==> src/hdl/flk_regs.vh <==
// constants for the flash lock / security register / identity command block
// assumes inclusion by flk_top.v and flk_lockmem.v only
`ifndef FLK_REGS_VH
`define FLK_REGS_VH
// ==========================================================
// opcodes
`define FLK_OP_SECRD 8'h48
`define FLK_OP_LOCK 8'h36
`define FLK_OP_UNLOCK 8'h39
`define FLK_OP_RDLOCK 8'h3D
`define FLK_OP_GLOCK 8'h7E
`define FLK_OP_GUNLOCK 8'h98
`define FLK_OP_ID2 8'h92
`define FLK_OP_ID4 8'h94
`define FLK_OP_UID 8'h4B
// ==========================================================
// field positions and counts
`define FLK_ADDR_UPPER_MSB 23
`define FLK_ADDR_UPPER_LSB 16
`define FLK_SEC_WRAP 10'h3FF
`define FLK_LOCK_ADDR_MSB 23
`define FLK_LOCK_ADDR_LSB 16
`define FLK_NLOCK 256
`define FLK_LOCK_RESET 1'h1
`define FLK_DUMMY_SEC 6'h08
`define FLK_DUMMY_UID 6'h08
`define FLK_DUMMY_ID2 6'h08
`define FLK_DUMMY_ID4 6'h18
`define FLK_OPBITS 6'h08
`define FLK_ADDRBITS 6'h18
`endif

==> src/hdl/flk_top.v <==
// serial flash command interpreter: security read, lock bits, identity reads
// assumes link pins are asynchronous and sampled by the 40 MHz system clock
`timescale 1ns/1ps
`include "flk_regs.vh"
module flk_top #(
  parameter [7:0] MAKER_CODE = 8'h5A, // arbitrary value
  parameter [7:0] DEVICE_CODE = 8'hC3, // arbitrary value
  parameter [127:0] UNIQUE_ID = 128'h0123456789ABCDEFFEDCBA9876543210 // arbitrary
) (
  // system
  input wire CLK_SYS,
  input wire RST,
  // link pins
  input wire SCLK,
  input wire CS_N,
  input wire [3:0] IO_IN,
  output reg [3:0] IO_OUT,
  output reg [3:0] IO_OE,
  // device state
  input wire BUSY,
  input wire WRITE_ENABLE_LATCH,
  input wire PROTECTION_SCHEME_SELECT,
  input wire PROTECT_COMPLEMENT,
  input wire SECTOR_GRANULARITY,
  input wire TOP_BOTTOM_SELECT,
  input wire [2:0] BLOCK_PROTECT_FIELD,
  input wire [7:0] CHECK_INDEX,
  // security register array read port
  output reg [11:0] SEC_ADDR,
  input wire [7:0] SEC_DATA,
  // protection results
  output reg LOCK_BITS_ACTIVE,
  output reg INDEX_LOCKED,
  output reg WEL_CLEAR
);
  // ==========================================================
  // states
  localparam [2:0] S_OP = 3'd0;
  localparam [2:0] S_ADDR = 3'd1;
  localparam [2:0] S_DUMMY = 3'd2;
  localparam [2:0] S_DATA = 3'd3;
  localparam [2:0] S_WAIT = 3'd4;
  localparam [2:0] S_IGNORE = 3'd5;

  // two-flop synchronisers
  // reset to the idle pin levels so no false select or clock edge follows reset
  reg [5:0] s1_r;
  reg [5:0] s2_r;
  reg sclk_d_r;
  always @(posedge CLK_SYS) begin
    if (RST) begin
      s1_r <= 6'h00;
      s2_r <= 6'h00;
      sclk_d_r <= 1'b0;
    end else begin
      s1_r <= {IO_IN, SCLK, ~CS_N};
      s2_r <= s1_r;
      sclk_d_r <= s2_r[1];
    end
  end
  wire sel = s2_r[0];
  wire rise = s2_r[1] & ~sclk_d_r;
  wire fall = ~s2_r[1] & sclk_d_r;
  wire [3:0] io = s2_r[5:2];

  reg [2:0] state_r;
  reg [7:0] op_r;
  reg [23:0] addr_r;
  reg [5:0] cnt_r;
  reg [1:0] width_r;   // 0 single, 1 dual, 2 quad
  reg [7:0] obyte_r;
  reg [6:0] oidx_r;    // bit index within out stream
  reg [9:0] sec_ptr_r;
  reg [1:0] sec_reg_r;
  reg id_sel_r;
  reg pend_r;          // complete lock command seen
  reg sel_d_r;
  reg set_one;
  reg clr_one;
  reg set_all;
  reg clr_all;
  wire lock_bit;
  wire [7:0] lock_idx = addr_r[`FLK_LOCK_ADDR_MSB:`FLK_LOCK_ADDR_LSB];

  flk_lockmem u_mem (
    .clk(CLK_SYS),
    .rst(RST),
    .set_one(set_one),
    .clr_one(clr_one),
    .set_all(set_all),
    .clr_all(clr_all),
    .idx(state_r == S_OP ? CHECK_INDEX : lock_idx),
    .bit_out(lock_bit)
  );

  // bits taken per rising edge in the current phase, or given per falling edge in the data phase
  wire [5:0] step = (width_r == 2'd2) ? 6'd4 : (width_r == 2'd1) ? 6'd2 : 6'd1;
  wire [23:0] addr_shift = (width_r == 2'd2) ? {addr_r[19:0], io} :
                           (width_r == 2'd1) ? {addr_r[21:0], io[1:0]} :
                           {addr_r[22:0], io[0]};

  // next output byte for the running read
  reg [7:0] nxt_byte;
  always @* begin
    nxt_byte = 8'h00;
    case (op_r)
      // upper address byte nonzero gives zero data (undefined)
      `FLK_OP_SECRD: nxt_byte = (addr_r[23:16] != 8'h00) ? 8'h00 : SEC_DATA;
      `FLK_OP_RDLOCK: nxt_byte = {7'h00, lock_bit};
      `FLK_OP_ID2, `FLK_OP_ID4: nxt_byte = id_sel_r ? DEVICE_CODE : MAKER_CODE;
      // unique number, most significant byte first
      `FLK_OP_UID: nxt_byte = UNIQUE_ID[8'd127 - {oidx_r[6:3], 3'b000} -: 8];
      default: nxt_byte = 8'h00;
    endcase
  end

  // dummy bits to count before data, by opcode
  // counted in bits so one compare serves every lane width
  // eight dummy clocks single; mode byte alone dual; mode byte plus four dummies quad
  reg [5:0] dummy_bits;
  always @* begin
    case (op_r)
      `FLK_OP_ID2: dummy_bits = `FLK_DUMMY_ID2;
      `FLK_OP_ID4: dummy_bits = `FLK_DUMMY_ID4;
      `FLK_OP_UID: dummy_bits = `FLK_DUMMY_UID;
      default: dummy_bits = `FLK_DUMMY_SEC;
    endcase
  end

  // ==========================================================
  // output lane mapping
  // a byte start takes a fresh byte, otherwise the shifted remainder;
  // lanes not used by the current width stay released for the host
  reg [7:0] out_src;
  reg [3:0] out_lanes;
  reg [3:0] oe_lanes;
  always @* begin
    out_src = (cnt_r == 6'h00) ? nxt_byte : obyte_r;
    out_lanes = 4'h0;
    oe_lanes = 4'h0;
    case (width_r)
      // single line answers on lane 1 only, lane 0 stays an input
      2'd0: begin
        out_lanes = {2'b00, out_src[7], 1'b0};
        oe_lanes = 4'h2;
      end
      // dual answers on lanes 1 and 0, high bit on lane 1
      2'd1: begin
        out_lanes = {2'b00, out_src[7:6]};
        oe_lanes = 4'h3;
      end
      // quad answers a nibble per clock, high nibble first
      2'd2: begin
        out_lanes = out_src[7:4];
        oe_lanes = 4'hF;
      end
      default: begin
        out_lanes = 4'h0;
        oe_lanes = 4'h0;
      end
    endcase
  end

  // ==========================================================
  // command sequencer
  always @(posedge CLK_SYS) begin
    if (RST) begin
      state_r <= S_OP;
      op_r <= 8'h00;
      addr_r <= 24'h000000;
      cnt_r <= 6'h00;
      width_r <= 2'd0;
      obyte_r <= 8'h00;
      oidx_r <= 7'h00;
      sec_ptr_r <= 10'h000;
      sec_reg_r <= 2'd0;
      id_sel_r <= 1'b0;
      pend_r <= 1'b0;
      sel_d_r <= 1'b0;
      IO_OUT <= 4'h0;
      IO_OE <= 4'h0;
      SEC_ADDR <= 12'h000;
      set_one <= 1'b0;
      clr_one <= 1'b0;
      set_all <= 1'b0;
      clr_all <= 1'b0;
      WEL_CLEAR <= 1'b0;
      LOCK_BITS_ACTIVE <= 1'b0;
      INDEX_LOCKED <= 1'b1;
    end else begin
      sel_d_r <= sel;
      set_one <= 1'b0;
      clr_one <= 1'b0;
      set_all <= 1'b0;
      clr_all <= 1'b0;
      WEL_CLEAR <= 1'b0;
      // lock array governs only with scheme select set
      LOCK_BITS_ACTIVE <= PROTECTION_SCHEME_SELECT;
      if (state_r == S_OP) begin
        INDEX_LOCKED <= PROTECTION_SCHEME_SELECT ? lock_bit : 1'b0;
      end
      if (!sel) begin
        // apply lock change only at deselect after complete command
        if (sel_d_r && pend_r) begin
          set_one <= (op_r == `FLK_OP_LOCK);
          clr_one <= (op_r == `FLK_OP_UNLOCK);
          set_all <= (op_r == `FLK_OP_GLOCK);
          clr_all <= (op_r == `FLK_OP_GUNLOCK);
          WEL_CLEAR <= 1'b1;
        end
        state_r <= S_OP;
        cnt_r <= 6'h00;
        width_r <= 2'd0;
        pend_r <= 1'b0;
        op_r <= 8'h00;
        IO_OE <= 4'h0;
      end else if (rise) begin
        case (state_r)
          S_OP: begin
            op_r <= {op_r[6:0], io[0]};
            cnt_r <= cnt_r + 6'd1;
            if (cnt_r == `FLK_OPBITS - 6'd1) begin
              cnt_r <= 6'h00;
              state_r <= S_ADDR;
              case ({op_r[6:0], io[0]})
                // security read while busy is discarded
                `FLK_OP_SECRD: if (BUSY) state_r <= S_IGNORE;
                `FLK_OP_LOCK, `FLK_OP_UNLOCK, `FLK_OP_RDLOCK, `FLK_OP_UID: ;
                `FLK_OP_ID2: width_r <= 2'd1;
                `FLK_OP_ID4: width_r <= 2'd2;
                // global commands need the write enable latch
                `FLK_OP_GLOCK, `FLK_OP_GUNLOCK: begin
                  pend_r <= WRITE_ENABLE_LATCH;
                  state_r <= S_WAIT;
                end
                default: state_r <= S_IGNORE;
              endcase
            end
          end
          S_ADDR: begin
            addr_r <= addr_shift;
            cnt_r <= cnt_r + step;
            if (cnt_r + step == `FLK_ADDRBITS) begin
              cnt_r <= 6'h00;
              case (op_r)
                // single lock commands need write enable latch
                `FLK_OP_LOCK, `FLK_OP_UNLOCK: begin
                  pend_r <= WRITE_ENABLE_LATCH;
                  state_r <= S_WAIT;
                end
                `FLK_OP_RDLOCK: state_r <= S_DATA;
                // dual id takes the mode byte in the dummy phase, as four dual clocks
                `FLK_OP_ID2: state_r <= S_DUMMY;
                default: state_r <= S_DUMMY;
              endcase
              // register number and byte offset from address fields
              sec_reg_r <= addr_shift[13:12];
              sec_ptr_r <= addr_shift[9:0];
              id_sel_r <= addr_shift[0];
            end
          end
          S_DUMMY: begin
            cnt_r <= cnt_r + step;
            // eight dummy clocks single; mode byte alone dual; mode byte plus four dummies quad
            // compare with >= so an odd lane count cannot step past the end
            if (cnt_r + step >= dummy_bits) begin
              cnt_r <= 6'h00;
              oidx_r <= 7'h00;
              state_r <= S_DATA;
            end
          end
          S_WAIT: pend_r <= 1'b0; // extra clocks make the sequence invalid
          default: ;
        endcase
      end else if (fall && state_r == S_DATA) begin
        // data out on falling edges, most significant first
        // the enable rises with the first bit, never ahead of valid data
        obyte_r <= out_src << step;
        IO_OUT <= out_lanes;
        IO_OE <= oe_lanes;
        if (cnt_r + step == 6'd8) begin
          cnt_r <= 6'h00;
          oidx_r <= oidx_r + 7'd8;
          id_sel_r <= ~id_sel_r;
          // byte pointer wraps 3FFh to 00h
          sec_ptr_r <= (sec_ptr_r == `FLK_SEC_WRAP) ? 10'h000 : sec_ptr_r + 10'd1;
        end else begin
          cnt_r <= cnt_r + step;
        end
      end
      SEC_ADDR <= {sec_reg_r, sec_ptr_r};
    end
  end
endmodule

==> src/hdl/flk_lockmem.v <==
// volatile block/sector lock bit array with single and global updates
// assumes updates arrive as one-cycle pulses on the system clock
`timescale 1ns/1ps
`include "flk_regs.vh"
module flk_lockmem (
  // clock and reset
  input wire clk,
  input wire rst,
  // update requests
  input wire set_one,
  input wire clr_one,
  input wire set_all,
  input wire clr_all,
  input wire [7:0] idx,
  // lookup
  output wire bit_out
);
  reg [`FLK_NLOCK-1:0] lock_r;
  genvar g;
  // ==========================================================
  // per-entry lock flops
  generate
    for (g = 0; g < `FLK_NLOCK; g = g + 1) begin : gl
      always @(posedge clk) begin
        if (rst) begin
          lock_r[g] <= `FLK_LOCK_RESET;
        end else if (set_all) begin
          lock_r[g] <= 1'b1;
        end else if (clr_all) begin
          lock_r[g] <= 1'b0;
        end else if (set_one && idx == g) begin
          lock_r[g] <= 1'b1;
        end else if (clr_one && idx == g) begin
          lock_r[g] <= 1'b0;
        end
      end
    end
  endgenerate
  assign bit_out = lock_r[idx];
endmodule

==> config.mk <==
export PLATFORM = sky130hd
export DESIGN_NAME = flk_top
export DESIGN_NICKNAME = d
export VERILOG_FILES = /design/src/hdl/flk_top.v /design/src/hdl/flk_lockmem.v
export VERILOG_INCLUDE_DIRS = /design/src /design/src/hdl
export SDC_FILE = /design/constraint.sdc
export NUM_CORES = 1
export LEC_CHECK = 0
export BUFFER_PORTS_ARGS = -buffer_cell sky130_fd_sc_hd__clkbuf_2
export CAP_MARGIN = 25
export CORE_AREA = 2 2 291 207
export DETAILED_ROUTE_END_ITERATION = 8
export DIE_AREA = 0 0 293 209
export SKIP_LAST_GASP = 1
export SYNTH_ARGS = -nofsm -noshare
export SYNTH_HDL_FRONTEND = slang
export SYNTH_SLANG_ARGS = --single-unit
export TNS_END_PERCENT = 10
==> constraint.sdc <==
create_clock -name CLK_SYS -period 3.6 [get_ports CLK_SYS]
set_clock_uncertainty 0.2 [all_clocks]
set_input_delay 0.36 -clock CLK_SYS [delete_from_list [all_inputs] [get_ports CLK_SYS]]
set_output_delay 0.36 -clock CLK_SYS [all_outputs]
set_load 0.05 [all_outputs]
Word level (Yosys, flattened, before mapping)
Cells that the tools add are included.
{"block": "totals", "regBits": 369, "out_inout_bits": 23, "elab_cells": 2211}
{"block": "classes", "n_addsub": 5, "order_cmp": 2, "n_eq_ne": 293, "n_shift": 2, "n_mux": 820, "bitwise": 9, "n_reduce_logical": 799}
{"op": "$eq 8x8->1 const B", "n": 134}
{"op": "$mux 1", "n": 780}
{"op": "$reduce_bool 3->1", "n": 258}
{"op": "$eq 8x7->1 const B", "n": 70}
{"op": "$logic_and 1x1->1", "n": 514}
{"op": "$eq 8x6->1 const B", "n": 38}
{"op": "$shiftx 135x9->8 const A", "n": 1}
{"op": "$eq 8x5->1 const B", "n": 16}
{"op": "$eq 8x4->1 const B", "n": 8}
{"op": "$mux 10", "n": 6}
{"op": "$mux 24", "n": 2}
{"op": "$mux 6", "n": 6}
{"op": "$mux 7", "n": 5}
{"op": "$eq 8x3->1 const B", "n": 4}
{"op": "$mux 8", "n": 4}
{"op": "$pmux 8 s4", "n": 1}
{"op": "$pmux 4 s3", "n": 2}
{"op": "$pmux 3 s3", "n": 2}
{"op": "$pmux 6 s3", "n": 1}
{"op": "$eq 8x2->1 const B", "n": 2}
{"op": "$mux 3", "n": 5}
{"op": "$reduce_and 5->1", "n": 3}
{"op": "$ne 2x1->1 const B", "n": 6}
{"op": "$reduce_or 2->1", "n": 6}
{"op": "other kinds (40)", "n": 56}

Logic depth before layout (Yosys ltp)
Gate-level depths: netlist (run 1).
{"block": "logic_depth", "word_depth": 8, "depth_mapped": 17, "ltp_nobuf": 17}

Hierarchy
From an unflattened synthesis (run 1), not the netlist that was laid out.
{"block": "unflattened", "hier_cells": 2155, "hier_area_um2": 18243.7}
{"mod": "flk_lockmem", "n_inst": 1, "cells_per_inst": 1382, "area_per_inst_um2": 12115.4, "seq_area_each_um2": 5124.9}
{"mod": "flk_top", "n_inst": 1, "cells_per_inst": 773, "area_per_inst_um2": 6128.4, "seq_area_each_um2": 2182.1}

Least setup slack after synthesis (run 1)
OpenSTA, ideal clock, no wires.
{"block": "synth_path", "kind": "register to register", "start": "reg width_r[0]", "end": "reg state_r[0]", "setup_ns": 0.128, "arrival_ns": 3.530, "t_required_ns": 3.272, "slack_ns": -0.258, "path_stages_with_launch": 18, "period_less_slack_ns": 3.858, "cell_sequence": "dfxtp_1 -> inv_1 -> ha_1 -> inv_2 -> ha_1 -> fa_1 -> a21o_1 -> nand2_1 -> xnor2_1 -> ha_1 -> maj3_1 -> o21ai_0 -> nand3_1 -> a21oi_1 -> nand2b_1 -> nand4b_1 -> mux2i_1 -> nor2_1"}
{"block": "synth_between", "elab_chain_cells": 7, "elab_cells_between_ends": 10, "classes_between": "1 x add/sub; 1 x order compare; 5 x eq/ne; 2 x mux; 1 x reduce/logical"}
{"item": "from (decl)", "line": "flk_top.v:70", "rtl": "reg [1:0] width_r;"}
{"item": "from (signal assigned)", "line": "flk_top.v:172", "rtl": "width_r <= 2'd0;"}
{"item": "from (signal assigned)", "line": "flk_top.v:213", "rtl": "width_r <= 2'd0;"}
{"item": "from (signal assigned)", "line": "flk_top.v:229", "rtl": "`FLK_OP_ID2: width_r <= 2'd1;"}
{"item": "$eq 2x1->1", "line": "flk_top.v:97", "rtl": "wire [5:0] step = (width_r == 2'd2) ? 6'd4 : (width_r == 2'd1) ? 6'd2 : 6'd1;"}
{"item": "$mux 2", "line": "flk_top.v:97"}
{"item": "$mux 3 (*)", "line": "flk_top.v:97"}
{"item": "$add 6x3->6 (*)", "line": "flk_top.v:243, flk_top.v:266"}
{"item": "$ge 6x6->1 or $eq 6x5->1 (tied branches)"}
{"item": "$ne 2x2->1 (no line)"}
{"item": "$reduce_and 5->1 (no line) (*)"}
{"item": "to (signal assigned)", "line": "flk_top.v:249", "rtl": "state_r <= S_WAIT;"}
{"item": "to (signal assigned)", "line": "flk_top.v:251", "rtl": "`FLK_OP_RDLOCK: state_r <= S_DATA;"}
{"item": "to (signal assigned)", "line": "flk_top.v:269", "rtl": "state_r <= S_DATA;"}
{"item": "to (decl)", "line": "flk_top.v:66", "rtl": "reg [2:0] state_r;"}
Mark *: on every way between the ends. The rest lies on a longest branch, timed or not.
A chain may end at the register's enable or synchronous reset.

Worst setup path in the final report (run 1)
{"block": "layout_path", "start": "reg state_r[2]", "end": "reg obyte_r[4]"}
{"block": "layout_between", "elab_chain_cells": 7, "elab_cells_between_ends": 10, "classes_between": "1 x eq/ne; 1 x shift; 5 x mux; 3 x reduce/logical"}
{"item": "from (signal assigned)", "line": "flk_top.v:168", "rtl": "state_r <= S_OP;"}
{"item": "from (signal assigned)", "line": "flk_top.v:211", "rtl": "state_r <= S_OP;"}
{"item": "from (signal assigned)", "line": "flk_top.v:224", "rtl": "state_r <= S_ADDR;"}
{"item": "$logic_not 3->1", "line": "flk_top.v:92", "rtl": ".idx(state_r == S_OP ? CHECK_INDEX : lock_idx),"}
{"item": "$mux 8", "line": "flk_top.v:92"}
{"item": "$bmux 1 s8", "line": "flk_lockmem.v:39", "rtl": "assign bit_out = lock_r[idx];"}
{"item": "$mux 1 (implied by the code)", "line": "flk_lockmem.v:39"}
{"item": "$pmux 8 s4", "line": "flk_top.v:106", "rtl": "case (op_r)"}
{"item": "$mux 8", "line": "flk_top.v:138", "rtl": "out_src = (cnt_r == 6'h00) ? nxt_byte : obyte_r;"}
{"item": "$shl 8x3->8", "line": "flk_top.v:278", "rtl": "obyte_r <= out_src << step;"}
{"item": "to (signal assigned)", "line": "flk_top.v:278"}
{"item": "to (decl)", "line": "flk_top.v:71", "rtl": "reg [7:0] obyte_r;"}
Several ways; a longest one is shown, not always the timed one. The select of a mux whose other input is x is not followed.

==> impl_metrics.env, run 1 <==
export IMPL_ys_seq_elements=365
export IMPL_setup_viol=0
export IMPL_timing_hold_ws_ns=0.0780
export IMPL_syn_area_um2=20200
export IMPL_diodes=0
export IMPL_synth_ff_type="dfxtp_1"
export IMPL_combPwrFrac_pct=6.4
export IMPL_tritoncts="yes"
export IMPL_grt_pass1_wl_um=115000
export IMPL_synthArstFlopShare_pct=0
export IMPL_wire_per_inst_um=22.0
export IMPL_first_pass_iters=6
export IMPL_ys_types=90
export IMPL_pwr_share_clk_pct=48.2
export IMPL_dieWidth_um=293
export IMPL_clk_latency_ns=0.59
export IMPL_crit_type="flip-flop to flip-flop"
export IMPL_path_common_cell="buf_4"
export IMPL_dp_cells=3330
export IMPL_dpl_hpwl_um=50400
export IMPL_io_pins=56
export IMPL_cp_slowest_stage_delay_ns=0.37
export IMPL_gp_congestion=0.945
export IMPL_yosys_warnings=0
export IMPL_overflow=0
export IMPL_hold_violations=0
export IMPL_netlist_instances=2539
export IMPL_power_switching_mw=2.18
export IMPL_num_vias=20600
export IMPL_htree_levels=2
export IMPL_fmax_mhz=283
export IMPL_syn_avg_cell_area_um2=7.96
export IMPL_ys_seq_area_share_pct=36.2
export IMPL_crit_chain="buf_4, o31ai_4, buf_4, nand2_8, buf_12, buf_4, mux2i_1, a32o_1, a2111oi_2, a41o_1, o21a_2, a31oi_4, o41ai_2"
export IMPL_crit_fanout=10
export IMPL_cellLeakagePower_nw=9.66
export IMPL_cts_buffer_depth=3
export IMPL_required_ns=3.87
export IMPL_end_kind="flip-flop"
export IMPL_internal_power_mw=6.74
export IMPL_portBuffers=49
export IMPL_antenna_found_initial=0
export IMPL_period_share_pct=98.1
export IMPL_startpoint_type="flip-flop"
export IMPL_grt_max_degree=257
export IMPL_die_area_um2=61200
export IMPL_synth_edff_count=0
export IMPL_synth_nets=2588
export IMPL_cts_buffers=40
export IMPL_via_per_inst=6.02
export IMPL_worstPathArrival_ns=3.80
export IMPL_gr_usage_all_layers_pct=23.8
export IMPL_slew_viol_final=0
export IMPL_placementRows=75
export IMPL_drt_iter0_drc=2785
export IMPL_start_util_pct=34.3
export IMPL_slowest_stage="a2111oi_2"
export IMPL_post_route_min_period_ns=3.53
export IMPL_syn_to_final_growth_pct=19.2
export IMPL_final_layout_size_suffix_gt1_share_pct=18.4
export IMPL_rsz0062_at_grt="true"
export IMPL_switching_share_pct=24.5
export IMPL_power_mw=8.92
export IMPL_ant_nets=0
export IMPL_clkSinkCount=365
export IMPL_grt_pass1_vias=18900
export IMPL_drc=0
export IMPL_worstMarginPinSlew_ns=1.27
export IMPL_post_layout_nonfiller_instances=3419
export IMPL_clkTransAtPathRegs_ns=0.06
export IMPL_status="finished clean"
export IMPL_hp_class="input port to flip-flop"
export IMPL_seq_power_share_pct=45.4
export IMPL_drt_wl_total_um=75300
export IMPL_die_height_um=209
export IMPL_p_per_area_nw_per_um2=370
export IMPL_slew_headroom_pct=15.4
export IMPL_max_vdd_ir_drop_mv=0.238
export IMPL_fin_nets=2668
export IMPL_core_area_um2=58800
export IMPL_cap_violations=0
export IMPL_cts_root_buf="clkbuf_16"
==> Yosys cell counts (36+ instances only) <==
master	number	share of area [%]
mux4_2	41	4.6
nand2_1	472	8.8
and3_1	36	1.1
nor2_1	150	2.8
mux2i_1	91	4.5
buf_2	51	1.3
a211oi_1	43	1.6
clkbuf_1	177	3.3
dfxtp_1	365	36
nor2b_1	45	1.4
a22oi_1	271	10
nand3_1	52	1.3
a21oi_1	89	2.2
o21ai_0	326	8.1
==> final timing paths <==
check | slack [ns] | startpoint | end | cells past startpoint
setup reg to reg | 0.07 | state_r[2]$_SDFFE_PP0P_ | obyte_r[4]$_SDFFE_PP0P_ | 13
hold / removal | 0.08 | RST | WEL_CLEAR$_SDFF_PP0_ | 2
hold reg to reg | 0.24 | s1_r[0]$_SDFF_PP0_ | s2_r[0]$_SDFF_PP0_ | 1
setup / recovery | 0.07 | state_r[2]$_SDFFE_PP0P_ | obyte_r[4]$_SDFFE_PP0P_ | 13
==> what timing repair did <==
| item | 4_1_cts | 5_1_grt |
|---|---|---|
| endpoints found under the hold margin | 9 | 0 |
| pin swaps | 0 | 15 |
| resized for setup | 3 | 27 |
| cloned | 0 | 1 |
| hold buffers | 8 | 0 |
| buffers inserted | 0 | 7 |
| endpoints found under the setup margin | 19 | 29 |
==> power by group through the flow <==
stage / registers (mW) / logic, mW / clock network, mW
floorplan: 4.15 / 0.291 / 0
global placement: 4.14 / 0.523 / 0
detailed placement: 4.14 / 0.527 / 0
CTS: 4.05 / 0.535 / 4.36
global route: 4.05 / 0.597 / 4.50
finish: 4.05 / 0.569 / 4.29
==> state kept, by name, summed over array words and instances, names as in the netlist, 2 cells and up <==
name / cells
sec_reg_r: 2
sec_ptr_r: 10
IO_OE: 3
width_r: 2
cnt_r: 6
s2_r: 6
SEC_ADDR: 12
u_mem.lock_r: 256
state_r: 3
oidx_r: 4
s1_r: 6
obyte_r: 8
IO_OUT: 4
addr_r: 24
op_r: 8
==> critical path: cells and delay by family (launching register included) <==
family | cells | cell delay [ns]
flops | 1 | 0.35
compound gates | 7 | 1.90
mux | 1 | 0.12
simple gates | 1 | 0.10
buf+inv | 4 | 0.76
==> through the flow <==
stage	cell area (um^2)	TNS (ns)	util, %	setup slack [ns]
6_report	24100	0	40.9	0.0693
5_1_grt	24100	-0.626	40.9	-0.0801
4_1_cts	23900	-0.230	40.6	-0.0444
3_5_place_dp	22400	-0.446	38.1	-0.104
3_3_place_gp	22400	-0.397	38.1	-0.0922
2_1_floorplan	20200	0	-	0.0161
==> metal layers <==
layer | routed length [um] | GRT usage (%) | share of wire (%)
met5 | 0 | 0 | 0
met3 | 8290 | 5.69 | 11
met4 | 1480 | 5.73 | 2.0
met2 | 30500 | 33.1 | 40
met1 | 35100 | 36.4 | 47
==> logic make-up (layout without fill, tap and decap cells) <==
logic type      after synthesis  after routing  synth area share, %
xor+xnor                     11             11                0.477
fa+ha+maj                    18             18                 1.13
flops                       365            365                 36.2
simple gates                864            864                 19.2
buf+inv                     280            390                 6.11
mux                         142            142                 9.65
compound gates              859            859                 27.3
==> final cells by class <==
class / count / area [um^2]
inverters: 22 / 82.6
repair buffers: 296 / 2480
clock buffers: 54 / 1120
well taps: 770 / 963
fillers: 5818 / 34700
multi-input cells: 1894 / 11900
flip-flops and latches: 365 / 7320
clock inverters: 18 / 216
==> cells in the final DEF (no fill, tap or decap), types with 21 or more instances in the layout <==
cell       Yosys  final
a22oi_1      271    270
dfxtp_1      365    360
nor2b_1       45     44
mux2i_1       91     90
nor3_1        29     22
a211oi_1      43     43
clkbuf_16      0     41
and3_1        36     36
nand3_1       52     51
nor2_1       150    132
nand2_1      472    469
o21ai_0      326    324
clkbuf_2       2     49
buf_4         16    208
a31oi_1       21     21
a21oi_1       89     88
mux4_2        41     41
buf_12         0     26
Note: power is estimated with default switching activity, not from simulation.
==> run 2, diff against run 1 <==
- RECOVER_POWER: default -> 25
- SETUP_SLACK_MARGIN: default -> 0.1
==> run 2 against run 1 <==
Compared with the run above: the run now ends with setup timing left; first-iteration DRC count is 1.5% higher; register-to-register slack worse by 0.12 ns; worst hold slack better by 0.15 ns; combinational power is 5.1% higher; final area is 0.63% higher; via count is 0.96% higher; wire length is 2.6% higher; largest power group unchanged.
==> impl_metrics.env, run 2 (synthesis results as in run 1) <==
export IMPL_gp_congestion=0.992
export IMPL_core_area_um2=58800
export IMPL_grt_pass1_vias=19300
export IMPL_overflow=0
export IMPL_crit_chain="buf_4, mux4_2, nor3_1, nor2_1, o311a_1, o311a_4, nand4_1, nor4_4, buf_4, o2111ai_2, a21bo_1, o211ai_1"
export IMPL_dp_slack_ns=-0.277
export IMPL_drc=0
export IMPL_r2r_cells=12
export IMPL_status="finished with violations"
export IMPL_die_height_um=209
export IMPL_cp_slowest_stage_delay_ns=0.81
export IMPL_hp_class="flip-flop to flip-flop"
export IMPL_fillerInstances=5793
export IMPL_fin_nets=2686
export IMPL_place_area_um2=22600
export IMPL_startpoint_type="flip-flop"
export IMPL_drt_iter0_drc=2827
export IMPL_power_mw=8.98
export IMPL_start_util_pct=34.3
export IMPL_path_common_cell="buf_4"
export IMPL_slowest_stage="dfxtp_1"
export IMPL_worstPathArrival_ns=3.93
export IMPL_period_share_pct=101
export IMPL_p_per_area_nw_per_um2=370
export IMPL_timing_hold_ws_ns=0.229
export IMPL_syn_to_final_growth_pct=20.0
export IMPL_worstMarginPinSlew_ns=1.13
export IMPL_cts_buffer_depth=3
export IMPL_cellLeakagePower_nw=9.70
export IMPL_drt_wl_total_um=77300
export IMPL_cts_root_buf="clkbuf_16"
export IMPL_worst_path_stages=12
export IMPL_clkTransAtPathRegs_ns=0.06
export IMPL_top_regs="u_mem.lock_r (256), addr_r (24), SEC_ADDR (12)"
export IMPL_via_per_inst=6.04
export IMPL_whs_path_depth=1
export IMPL_die_area_um2=61200
export IMPL_utilization_pct=41.2
export IMPL_layout_common_cells="nand2_1 (469), dfxtp_1 (357), o21ai_0 (323)"
export IMPL_io_pins=56
export IMPL_setup_viol=5
export IMPL_cts_buffers=40
export IMPL_gr_usage_all_layers_pct=24.7
export IMPL_largest_register_ffs=256
export IMPL_crit_fanout=12
export IMPL_post_route_min_period_ns=3.65
export IMPL_crit_type="flip-flop to flip-flop"
export IMPL_violations="setup timing"
export IMPL_placementRows=75
export IMPL_final_layout_size_suffix_gt1_share_pct=18.0
export IMPL_hold_violations=0
export IMPL_fmax_mhz=274
export IMPL_end_kind="flip-flop"
export IMPL_portBuffers=49
export IMPL_num_vias=20800
export IMPL_wire_per_inst_um=22.5
export IMPL_clk_latency_ns=0.58
export IMPL_tritoncts="yes"
export IMPL_stdcell_area_um2=24200
export IMPL_setup_slack_ns=-0.0498
export IMPL_cpLargestDelayFamily="compound AO/OA/AOI/OAI gates"
export IMPL_dieWidth_um=293
export IMPL_dpl_hpwl_um=53000
export IMPL_diodes=0
export IMPL_largest_register="u_mem.lock_r"
export IMPL_ant_nets=0
export IMPL_clkSinkCount=365
export IMPL_cap_violations=0
export IMPL_first_pass_iters=6
export IMPL_grt_pass1_wl_um=118000
export IMPL_slew_headroom_pct=24.8
export IMPL_grt_max_degree=94
export IMPL_htree_levels=2
export IMPL_max_vdd_ir_drop_mv=0.278
export IMPL_slew_viol_final=0
export IMPL_rsz0062_at_grt="true"
export IMPL_required_ns=3.88
export IMPL_antenna_found_initial=1
export IMPL_cp_num_buf_inv=2
export IMPL_mostFrequentLayoutCell="nand2_1"
## run 2: cell type report
type                    count  area, um^2  share of cell area (%)
inverters                  22        90.1                   0.372
well taps                 770         963                    3.97
multi-input cells        1894       11900                    49.2
clock inverters            12         175                   0.723
repair buffers            314        2600                    10.7
flip-flops and latches    365        7320                    30.2
clock buffers              59        1160                    4.80
## run 2: stage by stage
step	instances	TNS [ns]
after global placement	3345	-1.49
after floorplan	2539	0
after CTS	3431	0
after global routing	3436	-1.53
after detailed placement	3345	-1.80
final	3436	-0.128
## run 2: worst register-to-register path: stages (launching register included)
cell and delay [ns]:
dfxtp_1 0.81, buf_4 0.34, mux4_2 0.27, nor3_1 0.07
nor2_1 0.16, o311a_1 0.18, o311a_4 0.22, nand4_1 0.13
nor4_4 0.43, buf_4 0.19, o2111ai_2 0.12, a21bo_1 0.26
o211ai_1 0.18
## run 2: where the power goes
group / switching [mW] / total (mW) / leakage, nW / internal (mW)
Combinational: 0.381 / 0.598 / 6.09 / 0.217
Clock: 1.79 / 4.33 / 0.659 / 2.53
Sequential: 0.00807 / 4.05 / 2.96 / 4.05
Total: 2.18 / 8.98 / 9.70 / 6.80
## run 2: repair_timing
item / CTS / global route
setup buffers: 7 / 5
gates resized for setup: 13 / 26
setup endpoints to repair: 29 / 43
pin swaps: 4 / 18
hold buffers: 8 / 0
endpoints found under the hold margin: 9 / 0
## run 2: worst paths after layout
| check | from | end | slack, ns |
|---|---|---|---|
| hold / removal | s1_r[2]$_SDFF_PP0_ | s2_r[2]$_SDFF_PP0_ | 0.23 |
| hold reg to reg | s1_r[2]$_SDFF_PP0_ | s2_r[2]$_SDFF_PP0_ | 0.23 |
| setup / recovery | addr_r[19]$_SDFFE_PP0P_ | obyte_r[7]$_SDFFE_PP0P_ | -0.05 |
| setup reg to reg | addr_r[19]$_SDFFE_PP0P_ | obyte_r[7]$_SDFFE_PP0P_ | -0.05 |
## run 2: routing by layer
layer / vias to the layer above / share of wire, % / track usage [%]
met5: - / 0.016 / 0
met4: 2 / 2.2 / 6.84
met3: 127 / 11 / 5.80
met2: 1097 / 41 / 34.4
met1: 10100 / 46 / 37.3
li1: 9443 / - / -
